[config.mk]
export PLATFORM = sky130hd
export DESIGN_NAME = deic_top
export DESIGN_NICKNAME = d
export VERILOG_FILES = /design/src/deic_pkg.sv /design/src/deic_lane_irq.sv /design/src/deic_top.sv
export SDC_FILE = /design/constraint.sdc
export NUM_CORES = 1
export LEC_CHECK = 0
export BUFFER_PORTS_ARGS = -buffer_cell sky130_fd_sc_hd__buf_2
export CAP_MARGIN = 25
export CELL_PAD_IN_SITES_DETAIL_PLACEMENT = 0
export CELL_PAD_IN_SITES_GLOBAL_PLACEMENT = 1
export CORE_ASPECT_RATIO = 0.8
export CORE_MARGIN = 1.5
export CORE_UTILIZATION = 48
export DETAILED_ROUTE_END_ITERATION = 6
export GPL_ROUTABILITY_DRIVEN = 0
export GPL_TIMING_DRIVEN = 0
export PLACE_DENSITY = 0.87
export SLEW_MARGIN = 15
export SYNTH_ARGS = -nofsm -noshare
export SYNTH_HDL_FRONTEND = slang
export SYNTH_HIERARCHICAL = 1
export SYNTH_SLANG_ARGS = --single-unit
[constraint.sdc]
create_clock -name clk -period 4.7 [get_ports clk]
set_input_delay 0.94 -clock clk [delete_from_list [all_inputs] [get_ports clk]]
set_output_delay 0.94 -clock clk [all_outputs]
set_load 0.03 [all_outputs]
[src/deic_pkg.sv]
/*
 * Shared constants for the DAC event interrupt controller: register map,
 * field positions, event numbering and lane select modes.
 * Assumes a 32-bit AXI4-Lite register bus with byte addresses.
 */
package deic_pkg;
  // Register byte offsets
  localparam logic [7:0] OFF_CTRL = 8'h00;
  localparam logic [7:0] OFF_EN_LOW = 8'h04;
  localparam logic [7:0] OFF_EN_HIGH = 8'h08;
  localparam logic [7:0] OFF_FLAG_LOW = 8'h0C;
  localparam logic [7:0] OFF_FLAG_HIGH = 8'h10;
  localparam logic [7:0] OFF_STATUS = 8'h14;
  localparam logic [7:0] OFF_DRIFT = 8'h18;
  localparam logic [7:0] OFF_LANE_SEL = 8'hE0;
  localparam logic [7:0] OFF_LANE_EN = 8'hE4;
  localparam logic [7:0] OFF_LANE_FLAGS = 8'hE8;
  localparam logic [7:0] OFF_LANE_RST = 8'hEC;
  localparam logic [7:0] OFF_LANE_SUM = 8'hF0;
  localparam int unsigned ADDR_W = 8;

  // Control and drift register fields
  localparam int unsigned CTRL_RST_BIT = 0;
  localparam int unsigned CTRL_POL_BIT = 1;
  localparam int unsigned CTRL_PINEN_BIT = 2;
  localparam int unsigned CTRL_PINSEL_LSB = 4;
  localparam int unsigned PINSEL_W = 2;
  localparam int unsigned DRIFT_W = 8;
  localparam int unsigned DRIFT_HI_LSB = 8;
  localparam logic [7:0] DRIFT_LO_RST = 8'h00;
  localparam logic [7:0] DRIFT_HI_RST = 8'hFF;

  // Main event numbering
  localparam int unsigned EV_N = 10;
  localparam int unsigned EV_LOW_W = 8;
  localparam int unsigned EV_HIGH_W = 2;
  localparam int unsigned EV_LANE = 0;
  localparam int unsigned EV_SYNC_START = 1;
  localparam int unsigned EV_SYNC_END = 2;
  localparam int unsigned EV_TEMP = 3;
  localparam int unsigned EV_LEVEL = 4;
  localparam int unsigned EV_LANE_CLK = 5;
  localparam int unsigned EV_DIV_CLK = 6;
  localparam int unsigned EV_DRIFT = 7;
  localparam int unsigned EV_ERR_RPT = 8;
  localparam int unsigned EV_MUTE = 9;

  // Lane monitor geometry
  localparam int unsigned LANES = 4;
  localparam int unsigned LANE_TYPES = 8;
  localparam int unsigned LANE_BITS = LANES * LANE_TYPES;

  typedef enum logic [2:0] {
    LSEL_LANE0,
    LSEL_LANE1,
    LSEL_LANE2,
    LSEL_LANE3,
    LSEL_LANE02,
    LSEL_ALL,
    LSEL_HOLD,
    LSEL_NONE
  } deic_lsel_t;

  localparam logic [1:0] RESP_OKAY = 2'h0;
  localparam logic [1:0] RESP_SLVERR = 2'h2;
endpackage : deic_pkg

[src/deic_lane_irq.sv]
/*
 * Lane-processing interrupt controller: latches every per-lane event rise ungated,
 * gates the rises by type enables and lane select into a sticky summary.
 * Assumes lane events arrive already reordered to logical lanes, on clk.
 */
`timescale 1ns/10ps
module deic_lane_irq (
  // Clock and reset
  input wire logic clk,
  input wire logic rst_b,
  // Events, bit lane*LANE_TYPES+type
  input wire logic [deic_pkg::LANE_BITS-1:0] lane_events,
  // Controls
  input wire logic [deic_pkg::LANE_TYPES-1:0] type_enable,
  input wire deic_pkg::deic_lsel_t lane_select,
  input wire logic flag_reset,
  input wire logic summary_reset,
  // Results
  output logic [deic_pkg::LANE_BITS-1:0] lane_flags,
  output logic lane_event_summary
);
  typedef struct packed {
    logic [deic_pkg::LANE_BITS-1:0] prev;
    logic [deic_pkg::LANE_BITS-1:0] flags;
    logic summary;
  } deic_lane_state_t;

  deic_lane_state_t s_reg;
  deic_lane_state_t s_next;
  logic [deic_pkg::LANES-1:0] lane_use;
  logic [deic_pkg::LANES-1:0] lane_hit;
  logic [deic_pkg::LANE_BITS-1:0] rise;

  always_comb begin
    unique case (lane_select)
      deic_pkg::LSEL_LANE0: lane_use = 4'b0001;
      deic_pkg::LSEL_LANE1: lane_use = 4'b0010;
      deic_pkg::LSEL_LANE2: lane_use = 4'b0100;
      deic_pkg::LSEL_LANE3: lane_use = 4'b1000;
      deic_pkg::LSEL_LANE02: lane_use = 4'b0101;
      deic_pkg::LSEL_ALL: lane_use = 4'b1111;
      deic_pkg::LSEL_HOLD: lane_use = 4'b0000;
      deic_pkg::LSEL_NONE: lane_use = 4'b0000;
    endcase
  end

  assign rise = lane_events & ~s_reg.prev;

  // Logical lane index, not the physical input, picks the slice
  for (genvar l = 0; l < deic_pkg::LANES; l++) begin : g_lane
    assign lane_hit[l] = lane_use[l] &
      (|(rise[l*deic_pkg::LANE_TYPES +: deic_pkg::LANE_TYPES] & type_enable));
  end

  always_comb begin
    s_next = s_reg;
    s_next.prev = lane_events;
    // New rises win over a clear in the same cycle
    s_next.flags = (flag_reset ? '0 : s_reg.flags) | rise;
    // Hold mode, like none, adds no hits; summary_reset still clears the summary
    s_next.summary = (summary_reset ? 1'b0 : s_reg.summary) | (|lane_hit);
  end

  always_ff @(posedge clk or negedge rst_b) begin
    if (!rst_b) begin
      s_reg <= '0;
    end else begin
      s_reg <= s_next;
    end
  end

  assign lane_flags = s_reg.flags;
  assign lane_event_summary = s_reg.summary;
endmodule : deic_lane_irq

[src/deic_top.sv]
/*
 * DAC event interrupt controller: edge-latched event flags, enables,
 * active-high irq_out with a polarity-programmable copy on an I/O pin, AXI4-Lite registers
 * and the lane-processing sub-controller.
 * Assumes all event inputs are synchronous to clk (digital clock domain).
 */
// Local design decisions: the AXI4-Lite slave port and the address map.
`timescale 1ns/10ps
module deic_top #(
  parameter int unsigned NPIN = 4
) (
  // Clock and reset
  input wire logic clk,
  input wire logic rst_b,
  // AXI4-Lite write address
  input wire logic [deic_pkg::ADDR_W-1:0] s_axi_awaddr,
  input wire logic s_axi_awvalid,
  output logic s_axi_awready,
  // AXI4-Lite write data
  input wire logic [31:0] s_axi_wdata,
  input wire logic [3:0] s_axi_wstrb,
  input wire logic s_axi_wvalid,
  output logic s_axi_wready,
  // AXI4-Lite write response
  output logic [1:0] s_axi_bresp,
  output logic s_axi_bvalid,
  input wire logic s_axi_bready,
  // AXI4-Lite read
  input wire logic [deic_pkg::ADDR_W-1:0] s_axi_araddr,
  input wire logic s_axi_arvalid,
  output logic s_axi_arready,
  output logic [31:0] s_axi_rdata,
  output logic [1:0] s_axi_rresp,
  output logic s_axi_rvalid,
  input wire logic s_axi_rready,
  // Device events
  input wire logic sync_ctrl_active,
  input wire logic temp_alarm,
  input wire logic level_detector_event,
  input wire logic lane_clock_fault,
  input wire logic divider_clock_fault,
  input wire logic [deic_pkg::DRIFT_W-1:0] digital_clock_measure,
  input wire logic error_report_sent_event,
  input wire logic auto_mute_alarm,
  // Logical lane events
  input wire logic [deic_pkg::LANE_BITS-1:0] lane_events,
  // Interrupt
  output logic irq_out,
  output logic [NPIN-1:0] gpio_out,
  output logic [NPIN-1:0] gpio_oe
);
  typedef struct packed {
    logic [deic_pkg::EV_N-1:0] ev_prev;
    logic [deic_pkg::EV_N-1:0] flags;
    logic [deic_pkg::EV_N-1:0] enable;
    logic pol;
    logic pin_en;
    logic [deic_pkg::PINSEL_W-1:0] pin_sel;
    logic [deic_pkg::DRIFT_W-1:0] drift_lo;
    logic [deic_pkg::DRIFT_W-1:0] drift_hi;
    deic_pkg::deic_lsel_t lane_sel;
    logic [deic_pkg::LANE_TYPES-1:0] lane_en;
    logic irq_rst;
    logic lane_rst;
    logic irq;
    logic [NPIN-1:0] pin_out;
    logic [NPIN-1:0] pin_oe;
    logic aw_full;
    logic w_full;
    logic [deic_pkg::ADDR_W-1:0] aw_addr;
    logic [31:0] wdata;
    logic [3:0] wstrb;
    logic awready;
    logic wready;
    logic bvalid;
    logic [1:0] bresp;
    logic arready;
    logic rvalid;
    logic [31:0] rdata;
    logic [1:0] rresp;
  } deic_state_t;

  deic_state_t s_reg;
  deic_state_t s_next;
  logic [deic_pkg::EV_N-1:0] ev_level;
  logic [deic_pkg::EV_N-1:0] ev_set;
  logic [deic_pkg::LANE_BITS-1:0] lane_flags;
  logic lane_event_summary;
  logic drift_out;
  logic commit;
  logic [31:0] wmerge;
  logic [31:0] rd_word;
  logic rd_hit;
  logic wr_hit;
  logic any_flag;

  // Apply byte strobes to the current register image
  function automatic logic [31:0] deic_merge(input logic [31:0] old_v,
                                             input logic [31:0] new_v,
                                             input logic [3:0] strb);
    logic [31:0] r;
    r = old_v;
    for (int b = 0; b < 4; b++) begin
      if (strb[b]) begin
        r[b*8 +: 8] = new_v[b*8 +: 8];
      end
    end
    return r;
  endfunction : deic_merge

  deic_lane_irq u_lane (
    .clk(clk),
    .rst_b(rst_b),
    .lane_events(lane_events),
    .type_enable(s_reg.lane_en),
    .lane_select(s_reg.lane_sel),
    .flag_reset(s_reg.lane_rst),
    .summary_reset(s_reg.irq_rst),
    .lane_flags(lane_flags),
    .lane_event_summary(lane_event_summary)
  );

  assign drift_out = (digital_clock_measure < s_reg.drift_lo) ||
                     (digital_clock_measure > s_reg.drift_hi);

  always_comb begin
    ev_level = '0;
    ev_level[deic_pkg::EV_LANE] = lane_event_summary;
    ev_level[deic_pkg::EV_SYNC_START] = sync_ctrl_active;
    // Rising edge of the inverted level marks the end of activity
    ev_level[deic_pkg::EV_SYNC_END] = ~sync_ctrl_active;
    ev_level[deic_pkg::EV_TEMP] = temp_alarm;
    ev_level[deic_pkg::EV_LEVEL] = level_detector_event;
    ev_level[deic_pkg::EV_LANE_CLK] = lane_clock_fault;
    ev_level[deic_pkg::EV_DIV_CLK] = divider_clock_fault;
    ev_level[deic_pkg::EV_DRIFT] = drift_out;
    ev_level[deic_pkg::EV_ERR_RPT] = error_report_sent_event;
    ev_level[deic_pkg::EV_MUTE] = auto_mute_alarm;
  end

  assign ev_set = ev_level & ~s_reg.ev_prev & s_reg.enable;
  assign commit = s_reg.aw_full && s_reg.w_full && !s_reg.bvalid;
  assign wmerge = s_reg.wdata;

  always_comb begin
    rd_hit = 1'b1;
    rd_word = '0;
    unique case (s_axi_araddr)
      deic_pkg::OFF_CTRL: begin
        rd_word[deic_pkg::CTRL_POL_BIT] = s_reg.pol;
        rd_word[deic_pkg::CTRL_PINEN_BIT] = s_reg.pin_en;
        rd_word[deic_pkg::CTRL_PINSEL_LSB +: deic_pkg::PINSEL_W] = s_reg.pin_sel;
      end
      deic_pkg::OFF_EN_LOW: rd_word[deic_pkg::EV_LOW_W-1:0] =
        s_reg.enable[deic_pkg::EV_LOW_W-1:0];
      deic_pkg::OFF_EN_HIGH: rd_word[deic_pkg::EV_HIGH_W-1:0] =
        s_reg.enable[deic_pkg::EV_N-1:deic_pkg::EV_LOW_W];
      deic_pkg::OFF_FLAG_LOW: rd_word[deic_pkg::EV_LOW_W-1:0] =
        s_reg.flags[deic_pkg::EV_LOW_W-1:0];
      deic_pkg::OFF_FLAG_HIGH: rd_word[deic_pkg::EV_HIGH_W-1:0] =
        s_reg.flags[deic_pkg::EV_N-1:deic_pkg::EV_LOW_W];
      deic_pkg::OFF_STATUS: begin
        rd_word[deic_pkg::EV_N-1:0] = ev_level;
        rd_word[deic_pkg::EV_N] = s_reg.irq;
      end
      deic_pkg::OFF_DRIFT: begin
        rd_word[deic_pkg::DRIFT_W-1:0] = s_reg.drift_lo;
        rd_word[deic_pkg::DRIFT_HI_LSB +: deic_pkg::DRIFT_W] = s_reg.drift_hi;
      end
      deic_pkg::OFF_LANE_SEL: rd_word[2:0] = s_reg.lane_sel;
      deic_pkg::OFF_LANE_EN: rd_word[deic_pkg::LANE_TYPES-1:0] = s_reg.lane_en;
      deic_pkg::OFF_LANE_FLAGS: rd_word = lane_flags;
      deic_pkg::OFF_LANE_RST: rd_word = '0;
      deic_pkg::OFF_LANE_SUM: rd_word[0] = lane_event_summary;
      default: rd_hit = 1'b0;
    endcase
  end

  always_comb begin
    wr_hit = s_reg.aw_addr inside {deic_pkg::OFF_CTRL, deic_pkg::OFF_EN_LOW,
      deic_pkg::OFF_EN_HIGH, deic_pkg::OFF_FLAG_LOW, deic_pkg::OFF_FLAG_HIGH,
      deic_pkg::OFF_STATUS, deic_pkg::OFF_DRIFT, deic_pkg::OFF_LANE_SEL,
      deic_pkg::OFF_LANE_EN, deic_pkg::OFF_LANE_FLAGS, deic_pkg::OFF_LANE_RST,
      deic_pkg::OFF_LANE_SUM};
  end

  always_comb begin
    logic [31:0] img;
    img = '0;
    s_next = s_reg;
    s_next.ev_prev = ev_level;
    s_next.irq_rst = 1'b0;
    s_next.lane_rst = 1'b0;

    // Write channels, taken in either order
    if (s_axi_awvalid && s_reg.awready) begin
      s_next.aw_full = 1'b1;
      s_next.aw_addr = s_axi_awaddr;
    end
    if (s_axi_wvalid && s_reg.wready) begin
      s_next.w_full = 1'b1;
      s_next.wdata = s_axi_wdata;
      s_next.wstrb = s_axi_wstrb;
    end
    if (s_reg.bvalid && s_axi_bready) begin
      s_next.bvalid = 1'b0;
    end
    if (commit) begin
      s_next.aw_full = 1'b0;
      s_next.w_full = 1'b0;
      s_next.bvalid = 1'b1;
      s_next.bresp = wr_hit ? deic_pkg::RESP_OKAY : deic_pkg::RESP_SLVERR;
      unique case (s_reg.aw_addr)
        deic_pkg::OFF_CTRL: begin
          img[deic_pkg::CTRL_POL_BIT] = s_reg.pol;
          img[deic_pkg::CTRL_PINEN_BIT] = s_reg.pin_en;
          img[deic_pkg::CTRL_PINSEL_LSB +: deic_pkg::PINSEL_W] = s_reg.pin_sel;
          img = deic_merge(img, wmerge, s_reg.wstrb);
          s_next.irq_rst = img[deic_pkg::CTRL_RST_BIT];
          s_next.pol = img[deic_pkg::CTRL_POL_BIT];
          s_next.pin_en = img[deic_pkg::CTRL_PINEN_BIT];
          s_next.pin_sel = img[deic_pkg::CTRL_PINSEL_LSB +: deic_pkg::PINSEL_W];
        end
        deic_pkg::OFF_EN_LOW: begin
          img[deic_pkg::EV_LOW_W-1:0] = s_reg.enable[deic_pkg::EV_LOW_W-1:0];
          img = deic_merge(img, wmerge, s_reg.wstrb);
          s_next.enable[deic_pkg::EV_LOW_W-1:0] = img[deic_pkg::EV_LOW_W-1:0];
        end
        deic_pkg::OFF_EN_HIGH: begin
          img[deic_pkg::EV_HIGH_W-1:0] = s_reg.enable[deic_pkg::EV_N-1:deic_pkg::EV_LOW_W];
          img = deic_merge(img, wmerge, s_reg.wstrb);
          s_next.enable[deic_pkg::EV_N-1:deic_pkg::EV_LOW_W] = img[deic_pkg::EV_HIGH_W-1:0];
        end
        deic_pkg::OFF_DRIFT: begin
          img[deic_pkg::DRIFT_W-1:0] = s_reg.drift_lo;
          img[deic_pkg::DRIFT_HI_LSB +: deic_pkg::DRIFT_W] = s_reg.drift_hi;
          img = deic_merge(img, wmerge, s_reg.wstrb);
          s_next.drift_lo = img[deic_pkg::DRIFT_W-1:0];
          s_next.drift_hi = img[deic_pkg::DRIFT_HI_LSB +: deic_pkg::DRIFT_W];
        end
        deic_pkg::OFF_LANE_SEL: begin
          img[2:0] = s_reg.lane_sel;
          img = deic_merge(img, wmerge, s_reg.wstrb);
          s_next.lane_sel = deic_pkg::deic_lsel_t'(img[2:0]);
        end
        deic_pkg::OFF_LANE_EN: begin
          img[deic_pkg::LANE_TYPES-1:0] = s_reg.lane_en;
          img = deic_merge(img, wmerge, s_reg.wstrb);
          s_next.lane_en = img[deic_pkg::LANE_TYPES-1:0];
        end
        deic_pkg::OFF_LANE_RST: begin
          img = deic_merge(img, wmerge, s_reg.wstrb);
          s_next.lane_rst = img[0];
        end
        default: begin
          // Read-only and unmapped words ignore the data
          img = '0;
        end
      endcase
    end
    s_next.awready = !s_next.aw_full;
    s_next.wready = !s_next.w_full;

    // Read channel: one outstanding read
    if (s_reg.rvalid && s_axi_rready) begin
      s_next.rvalid = 1'b0;
    end
    if (s_axi_arvalid && s_reg.arready) begin
      s_next.rvalid = 1'b1;
      s_next.rdata = rd_word;
      s_next.rresp = rd_hit ? deic_pkg::RESP_OKAY : deic_pkg::RESP_SLVERR;
    end
    s_next.arready = !s_next.rvalid;

    // Sticky flags; a new event beats the reset pulse
    s_next.flags = (s_reg.irq_rst ? '0 : s_reg.flags) | ev_set;
    s_next.irq = |s_next.flags;

    // Pin drive follows the polarity one cycle after the flag
    for (int p = 0; p < NPIN; p++) begin
      s_next.pin_oe[p] = s_reg.pin_en && (s_reg.pin_sel == p[deic_pkg::PINSEL_W-1:0]);
      s_next.pin_out[p] = s_next.pin_oe[p] && (s_reg.irq ^ !s_reg.pol);
    end
  end

  always_ff @(posedge clk or negedge rst_b) begin
    if (!rst_b) begin
      s_reg <= '0;
      s_reg.drift_lo <= deic_pkg::DRIFT_LO_RST;
      s_reg.drift_hi <= deic_pkg::DRIFT_HI_RST;
      s_reg.lane_sel <= deic_pkg::LSEL_NONE;
      s_reg.awready <= 1'b1;
      s_reg.wready <= 1'b1;
      s_reg.arready <= 1'b1;
    end else begin
      s_reg <= s_next;
    end
  end

  assign any_flag = |s_reg.flags;
  assign irq_out = s_reg.irq;
  assign gpio_out = s_reg.pin_out;
  assign gpio_oe = s_reg.pin_oe;
  assign s_axi_awready = s_reg.awready;
  assign s_axi_wready = s_reg.wready;
  assign s_axi_bvalid = s_reg.bvalid;
  assign s_axi_bresp = s_reg.bresp;
  assign s_axi_arready = s_reg.arready;
  assign s_axi_rvalid = s_reg.rvalid;
  assign s_axi_rdata = s_reg.rdata;
  assign s_axi_rresp = s_reg.rresp;
endmodule : deic_top

==> flow_summary.json, run 1 <==
{
  "status": "completed",
  "final_common_cell": "dfrtp_1",
  "wl_per_cell_um": 17.9,
  "synthFlopType": "dfrtp_1",
  "layout-drive-gt1-share": 0.332,
  "p_comb_frac": 0.156,
  "initial_core_util": 0.491,
  "synth.avg_cell_area_um2": 10.9,
  "synth_seq_cells": 204,
  "peakVddDrop_mv": 0.288,
  "clock_path_buffers": 3,
  "power_uw": 4660,
  "timing.final.max_slew_violations": 0,
  "path_cells": "buf_2 > nor3_1 > nand2_1 > nor2_1 > a221oi_1 > a31oi_1",
  "power.leakage_uw": 0.00549,
  "tightestPinTransition_ns": 1.13,
  "grt_max_degree": 106,
  "dp_hpwl_mm": 17.0,
  "synthTopCellsByArea": "dfrtp_1 51%, mux2_2 8.3%, buf_4 6.1%",
  "skew_ns": 0.00532,
  "drt_wl_total_mm": 23.0,
  "portBuffers": 132,
  "die_x_um": 159,
  "syn_area_um2": 9340,
  "antenna_found_initial": 1,
  "synthCells": 854,
  "synth_compound_area_frac": 0.0970,
  "firstDrtPassIters": 5,
  "core_area_um2": 19000,
  "hold_buffers": 0,
  "path_clk_slew_ns": 0.06,
  "ys_async_sr_fraction": 1.00,
  "vias": 6774,
  "largest_reg_flops": 75,
  "finalCriticalPeriod_ns": 2.48,
  "pwr_density_cell_nw_per_um2": 420,
  "die_h_um": 128,
  "power.internal_uw": 3350,
  "dieArea_um2": 20300,
  "grt_overflow": 0,
  "cp-end-kind": "flop",
  "synth_xor_area_frac": 0.00188,
  "timing.critical_path.buf_inv": 1,
  "crit_arrival_ns": 2.91,
  "cts_setup_buffers": 0,
  "critPathSlowestCell": "nor2_1",
  "n_fill_cell": 1688,
  "synth_fa_ha_area_frac": 0.0212,
  "timing.hold.ws_ns": 0.202,
  "layout_setup_ws_ns": 2.22,
  "hold_viol": 0,
  "grt.total_usage": 0.231,
  "synth_cell_types": 67,
  "drt.antenna.violating_nets": 0,
  "cts_root_buf": "clkbuf_16",
  "synthSimpleGateAreaFrac": 0.128,
  "max_stage_delay_ns": 0.55,
  "yosysSeqAreaShare": 0.548,
  "drt_iter0_markers": 570,
  "period_share": 0.528,
  "synthMuxAreaShare": 0.0865,
  "fmax_mhz": 403,
  "yosys.area.top_type": "dfrtp_1",
  "min_path_type": "input pin to asynchronous set/reset pin",
  "finalNetCount": 1133,
  "cp_max_fo": 7,
  "power_frac_clock": 0.362,
  "cts_tree": "yes",
  "io_pins": 156,
  "grt_pass1_vias": 6579,
  "synth_top_family_by_area": "simple AND/OR/NAND/NOR gates",
  "clock-sinks": 204,
  "netSwitchingPower_uw": 1300,
  "finalSetupViolCount": 0,
  "dp_slack_ns": 1.84,
  "cts_buffers": 21,
  "via_per_inst": 5.27,
  "cts_resized": 0,
  "yosys.area.top_type_share": 0.509,
  "h-tree-depth": 1,
  "syn_to_final_growth_pct": 18.8,
  "rows": 45,
  "grt_pass1_wl_mm": 36.5,
  "drt_drc_violations_left": 0,
  "clk_latency_ns": 0.51,
  "maxSlewHeadroom": 0.241,
  "yosysWarnings": 6,
  "crit_family": "simple AND/OR/NAND/NOR gates",
  "required_ns": 5.12,
  "rsz0062_at_grt": "no",
  "pwr-share-seq": 0.482,
  "crit_type": "input pin to flop",
  "synth_edf_count": 0,
  "mostFrequentLayoutCells": "190 x dfrtp_1, 137 x buf_2, 101 x inv_1, 76 x buf_4, 69 x mux2_2",
  "critPathLaunchType": "input pin",
  "sw_frac_of_total": 0.280,
  "cap_violations": 0
}
-- synthesized netlist by cell type (14+ instances only) --
| master | number |
|---|---|
| o22ai_1 | 41 |
| nand4_1 | 14 |
| mux2_2 | 69 |
| nand3_1 | 26 |
| nor2_1 | 33 |
| nand2_1 | 66 |
| o21ai_0 | 22 |
| ha_1 | 15 |
| buf_4 | 76 |
| dfrtp_1 | 190 |
| dfstp_2 | 14 |
| inv_1 | 101 |
| clkbuf_1 | 19 |
| nand3b_1 | 35 |
-- path summary, 6_finish.rpt --
kind,from,end,slack [ns],cells after the start
setup / recovery,s_axi_araddr[1],s_axi_rdata[1],2.22,6
hold / removal,rst_b,s_reg[83],0.20,1
hold reg to reg,u_lane/s_reg[64],u_lane/lane_flags[31],0.45,1
setup reg to reg,s_reg[97],irq_out,2.34,5
min in group clk,u_lane/s_reg[64],u_lane/lane_flags[31],0.45,1
max in group asynchronous,rst_b,u_lane/s_reg[50],3.33,3
-- cell families (layout without fill, tap and decap cells) --
| group | count (synthesis) | after routing |
|---|---|---|
| other | 1 | 4 |
| DFF | 204 | 204 |
| AOI/OAI and AO/OA | 131 | 131 |
| adders and majority gates | 16 | 16 |
| buffers and inverters | 207 | 378 |
| xor gates and xnor gates | 2 | 2 |
| muxes | 72 | 72 |
| and+or+nand+nor | 221 | 221 |
-- cell type report --
type,instances,area (um2),area share
Timing Repair Buffer,134,726,0.0654
Tap cell,258,323,0.0291
Inverter,101,379,0.0342
Clock inverter,5,78.8,0.00711
Clock buffer,32,617,0.0556
Antenna cell,2,5.00,0.000451
Multi-Input combinational cell,444,3130,0.283
Buffer,106,707,0.0637
Sequential cell,204,5120,0.462
-- through the flow --
| step | cells | instance area [um2] | setup TNS [ns] | utilization |
|---|---|---|---|---|
| 5_1_grt | 1284 | 11100 | 0 | 0.583 |
| 3_3_place_gp | 1245 | 10300 | -124.71 | 0.543 |
| 6_report | 1286 | 11100 | 0 | 0.583 |
| 3_5_place_dp | 1247 | 10400 | 0 | 0.546 |
| 2_1_floorplan | 855 | 9340 | 0 | - |
| 4_1_cts | 1284 | 11100 | 0 | 0.583 |
-- power groups by stage --
stage	registers [uW]	clock network, uW	logic, uW
final	2240	1690	726
after global routing	2280	1790	806
after CTS	2240	1720	734
after detailed placement	2270	0	732
after global placement	2260	0	705
after floorplan	2200	0	489
-- routing by layer --
metal | routed length, um | global-route usage | share of wire | up-vias
met1 | 11000 | 0.348 | 0.48 | 3298
met3 | 1670 | 0.0398 | 0.072 | 32
met5 | 0 | 0 | 0 | -
met4 | 400 | 0.0461 | 0.017 | 0
li1 | - | - | - | 3210
met2 | 9950 | 0.353 | 0.43 | 234
Note: power is estimated with default switching activity, not from simulation.
==> run 2, diff against run 1 <==
- CORE_UTILIZATION: 48 -> 44
- PLACE_DENSITY: 0.87 -> 0.81
- clock period: 4.7 -> 2.4 ns (I/O delays scaled with it)
==> flow_summary.json, run 2 (synthesized netlist as in run 1, its figures left out) <==
{
  "p_comb_frac": 0.159,
  "skew_ns": 0.00949,
  "status": "completed",
  "die_h_um": 133,
  "hold_viol": 0,
  "final_area_um2": 11100,
  "maxSlewHeadroom": 0.535,
  "timing.hold.ws_ns": 0.112,
  "layout_setup_ws_ns": 0.238,
  "r2r_cells": 4,
  "cts_tree": "yes",
  "rows": 47,
  "via_per_inst": 5.18,
  "min_path_type": "input pin to flop",
  "netSwitchingPower_uw": 2530,
  "crit_family": "simple AND/OR/NAND/NOR gates",
  "cts_setup_buffers": 0,
  "whs_endpoint": "u_lane/s_reg[38]",
  "layout-drive-gt1-share": 0.335,
  "dp_slack_ns": 0.00115,
  "placed_area_um2": 10400,
  "grtUsageMet1": 0.329,
  "drt_iter0_markers": 479,
  "crit_arrival_ns": 2.50,
  "grt.total_usage": 0.216,
  "critPathLaunchType": "flop",
  "path_clk_slew_ns": 0.06,
  "hold_depth": 1,
  "pwr_density_cell_nw_per_um2": 812,
  "pwr-share-seq": 0.487,
  "cap_violations": 0,
  "peakVddDrop_mv": 0.385,
  "cts_root_buf": "clkbuf_16",
  "timing.critical_path.buf_inv": 0,
  "syn_to_final_growth_pct": 18.9,
  "finalCriticalPeriod_ns": 2.16,
  "largest_reg_flops": 75,
  "sw_frac_of_total": 0.281,
  "portBuffers": 132,
  "fmax_mhz": 462,
  "critPathSlowestCell": "dfrtp_1",
  "io_pins": 156,
  "drt_drc_violations_left": 0,
  "core_area_um2": 20800,
  "cts_buffers": 21,
  "min-delay-start": "lane_events[5]",
  "finalSetupViolCount": 0,
  "rrSetupSlack_ns": 0.24,
  "place_inst": 1258,
  "vias": 6713,
  "initial_core_util": 0.450,
  "clock_path_buffers": 3,
  "grt_overflow": 0,
  "die_x_um": 166,
  "required_ns": 2.74,
  "path_cells": "o21ai_0 > or4_1 > nor4_1 > o311ai_0",
  "drt.antenna.violating_nets": 0,
  "power.internal_uw": 6480,
  "dp_hpwl_mm": 17.6,
  "finalNetCount": 1134,
  "final_common_cell": "dfrtp_1",
  "grt.met3_usage": 0.0401,
  "period_share": 0.901,
  "wl_per_cell_um": 18.2,
  "cp_max_fo": 11,
  "grt_pass1_wl_mm": 37.0,
  "crit_type": "flop to flop",
  "met2_usage": 0.314,
  "grt_pass1_vias": 6543,
  "clock-sinks": 204,
  "rr_startpoint": "s_reg[97]",
  "max_stage_delay_ns": 0.62,
  "h-tree-depth": 1,
  "firstDrtPassIters": 5,
  "cp-end-kind": "flop",
  "power_frac_clock": 0.354,
  "timing.final.max_slew_violations": 0,
  "grt_max_degree": 90,
  "clk_latency_ns": 0.50,
  "mostFrequentLayoutCells": "190 x dfrtp_1, 137 x buf_2, 101 x inv_1, 76 x buf_4, 69 x mux2_2",
  "tightestPinTransition_ns": 0.698,
  "drt_wl_total_mm": 23.6,
  "power.leakage_uw": 0.00549,
  "stdcell_count": 1296,
  "grt-busiest-layer": "met1",
  "r2r_end": "irq_out",
  "rsz0062_at_grt": "no",
  "tns_ns": 0,
  "antenna_found_initial": 2,
  "dieArea_um2": 22100
}
-- run 2: changes by cell type in the layout (fill, tap and decap cells not counted), sizes merged --
cell         before  now
bufinv            2    1
clkinv            2    3
diode             2    1
dlygate4sd3       0    1
inv             102  101
-- run 2: what timing repair did --
action / CTS / global route
hold buffers: 1 / 0
endpoints found under the setup margin: 0 / 4
resized for setup: 0 / 2
hold endpoints to repair: 35 / 0
-- run 2: cell type report --
type / count / area (um2)
Antenna cell: 1 / 2.50
Buffer: 105 / 703
Clock buffer: 32 / 627
Clock inverter: 4 / 45.0
Fill cell: 1898 / 9660
Inverter: 101 / 379
Multi-Input combinational cell: 444 / 3140
Sequential cell: 204 / 5120
Tap cell: 269 / 337
Timing Repair Buffer: 136 / 743
-- run 2: worst max-delay path by stage --
stage,startpoint,end,cells after the start
after floorplan,s_axi_araddr[7],s_axi_rdata[7],7
after global placement,rst_b,s_reg[86],1
after detailed placement,s_axi_araddr[1],s_axi_rdata[3],6
after CTS,s_reg[97],irq_out,5
after global routing,s_reg[97],irq_out,4
final,s_reg[97],irq_out,4
-- run 2: power by group through the flow --
stage	sequential [uW]	combinational (uW)	clock, uW
after global routing	4460	1580	3410
final	4390	1430	3190
after floorplan	4300	957	0
after global placement	4430	1390	0
after CTS	4390	1440	3260
after detailed placement	4450	1440	0
-- run 2: per-stage QoR --
stage | power [uW] | utilization
2_1_floorplan | 5260 | -
3_3_place_gp | 5820 | 0.498
3_5_place_dp | 5880 | 0.501
4_1_cts | 9100 | 0.534
5_1_grt | 9450 | 0.535
6_report | 9010 | 0.535
-- run 2: metal layers --
metal  share of wire  wire, um
met4           0.021       500
met2            0.43     10100
met5         0.00047        11
met3           0.062      1460
met1            0.49     11500
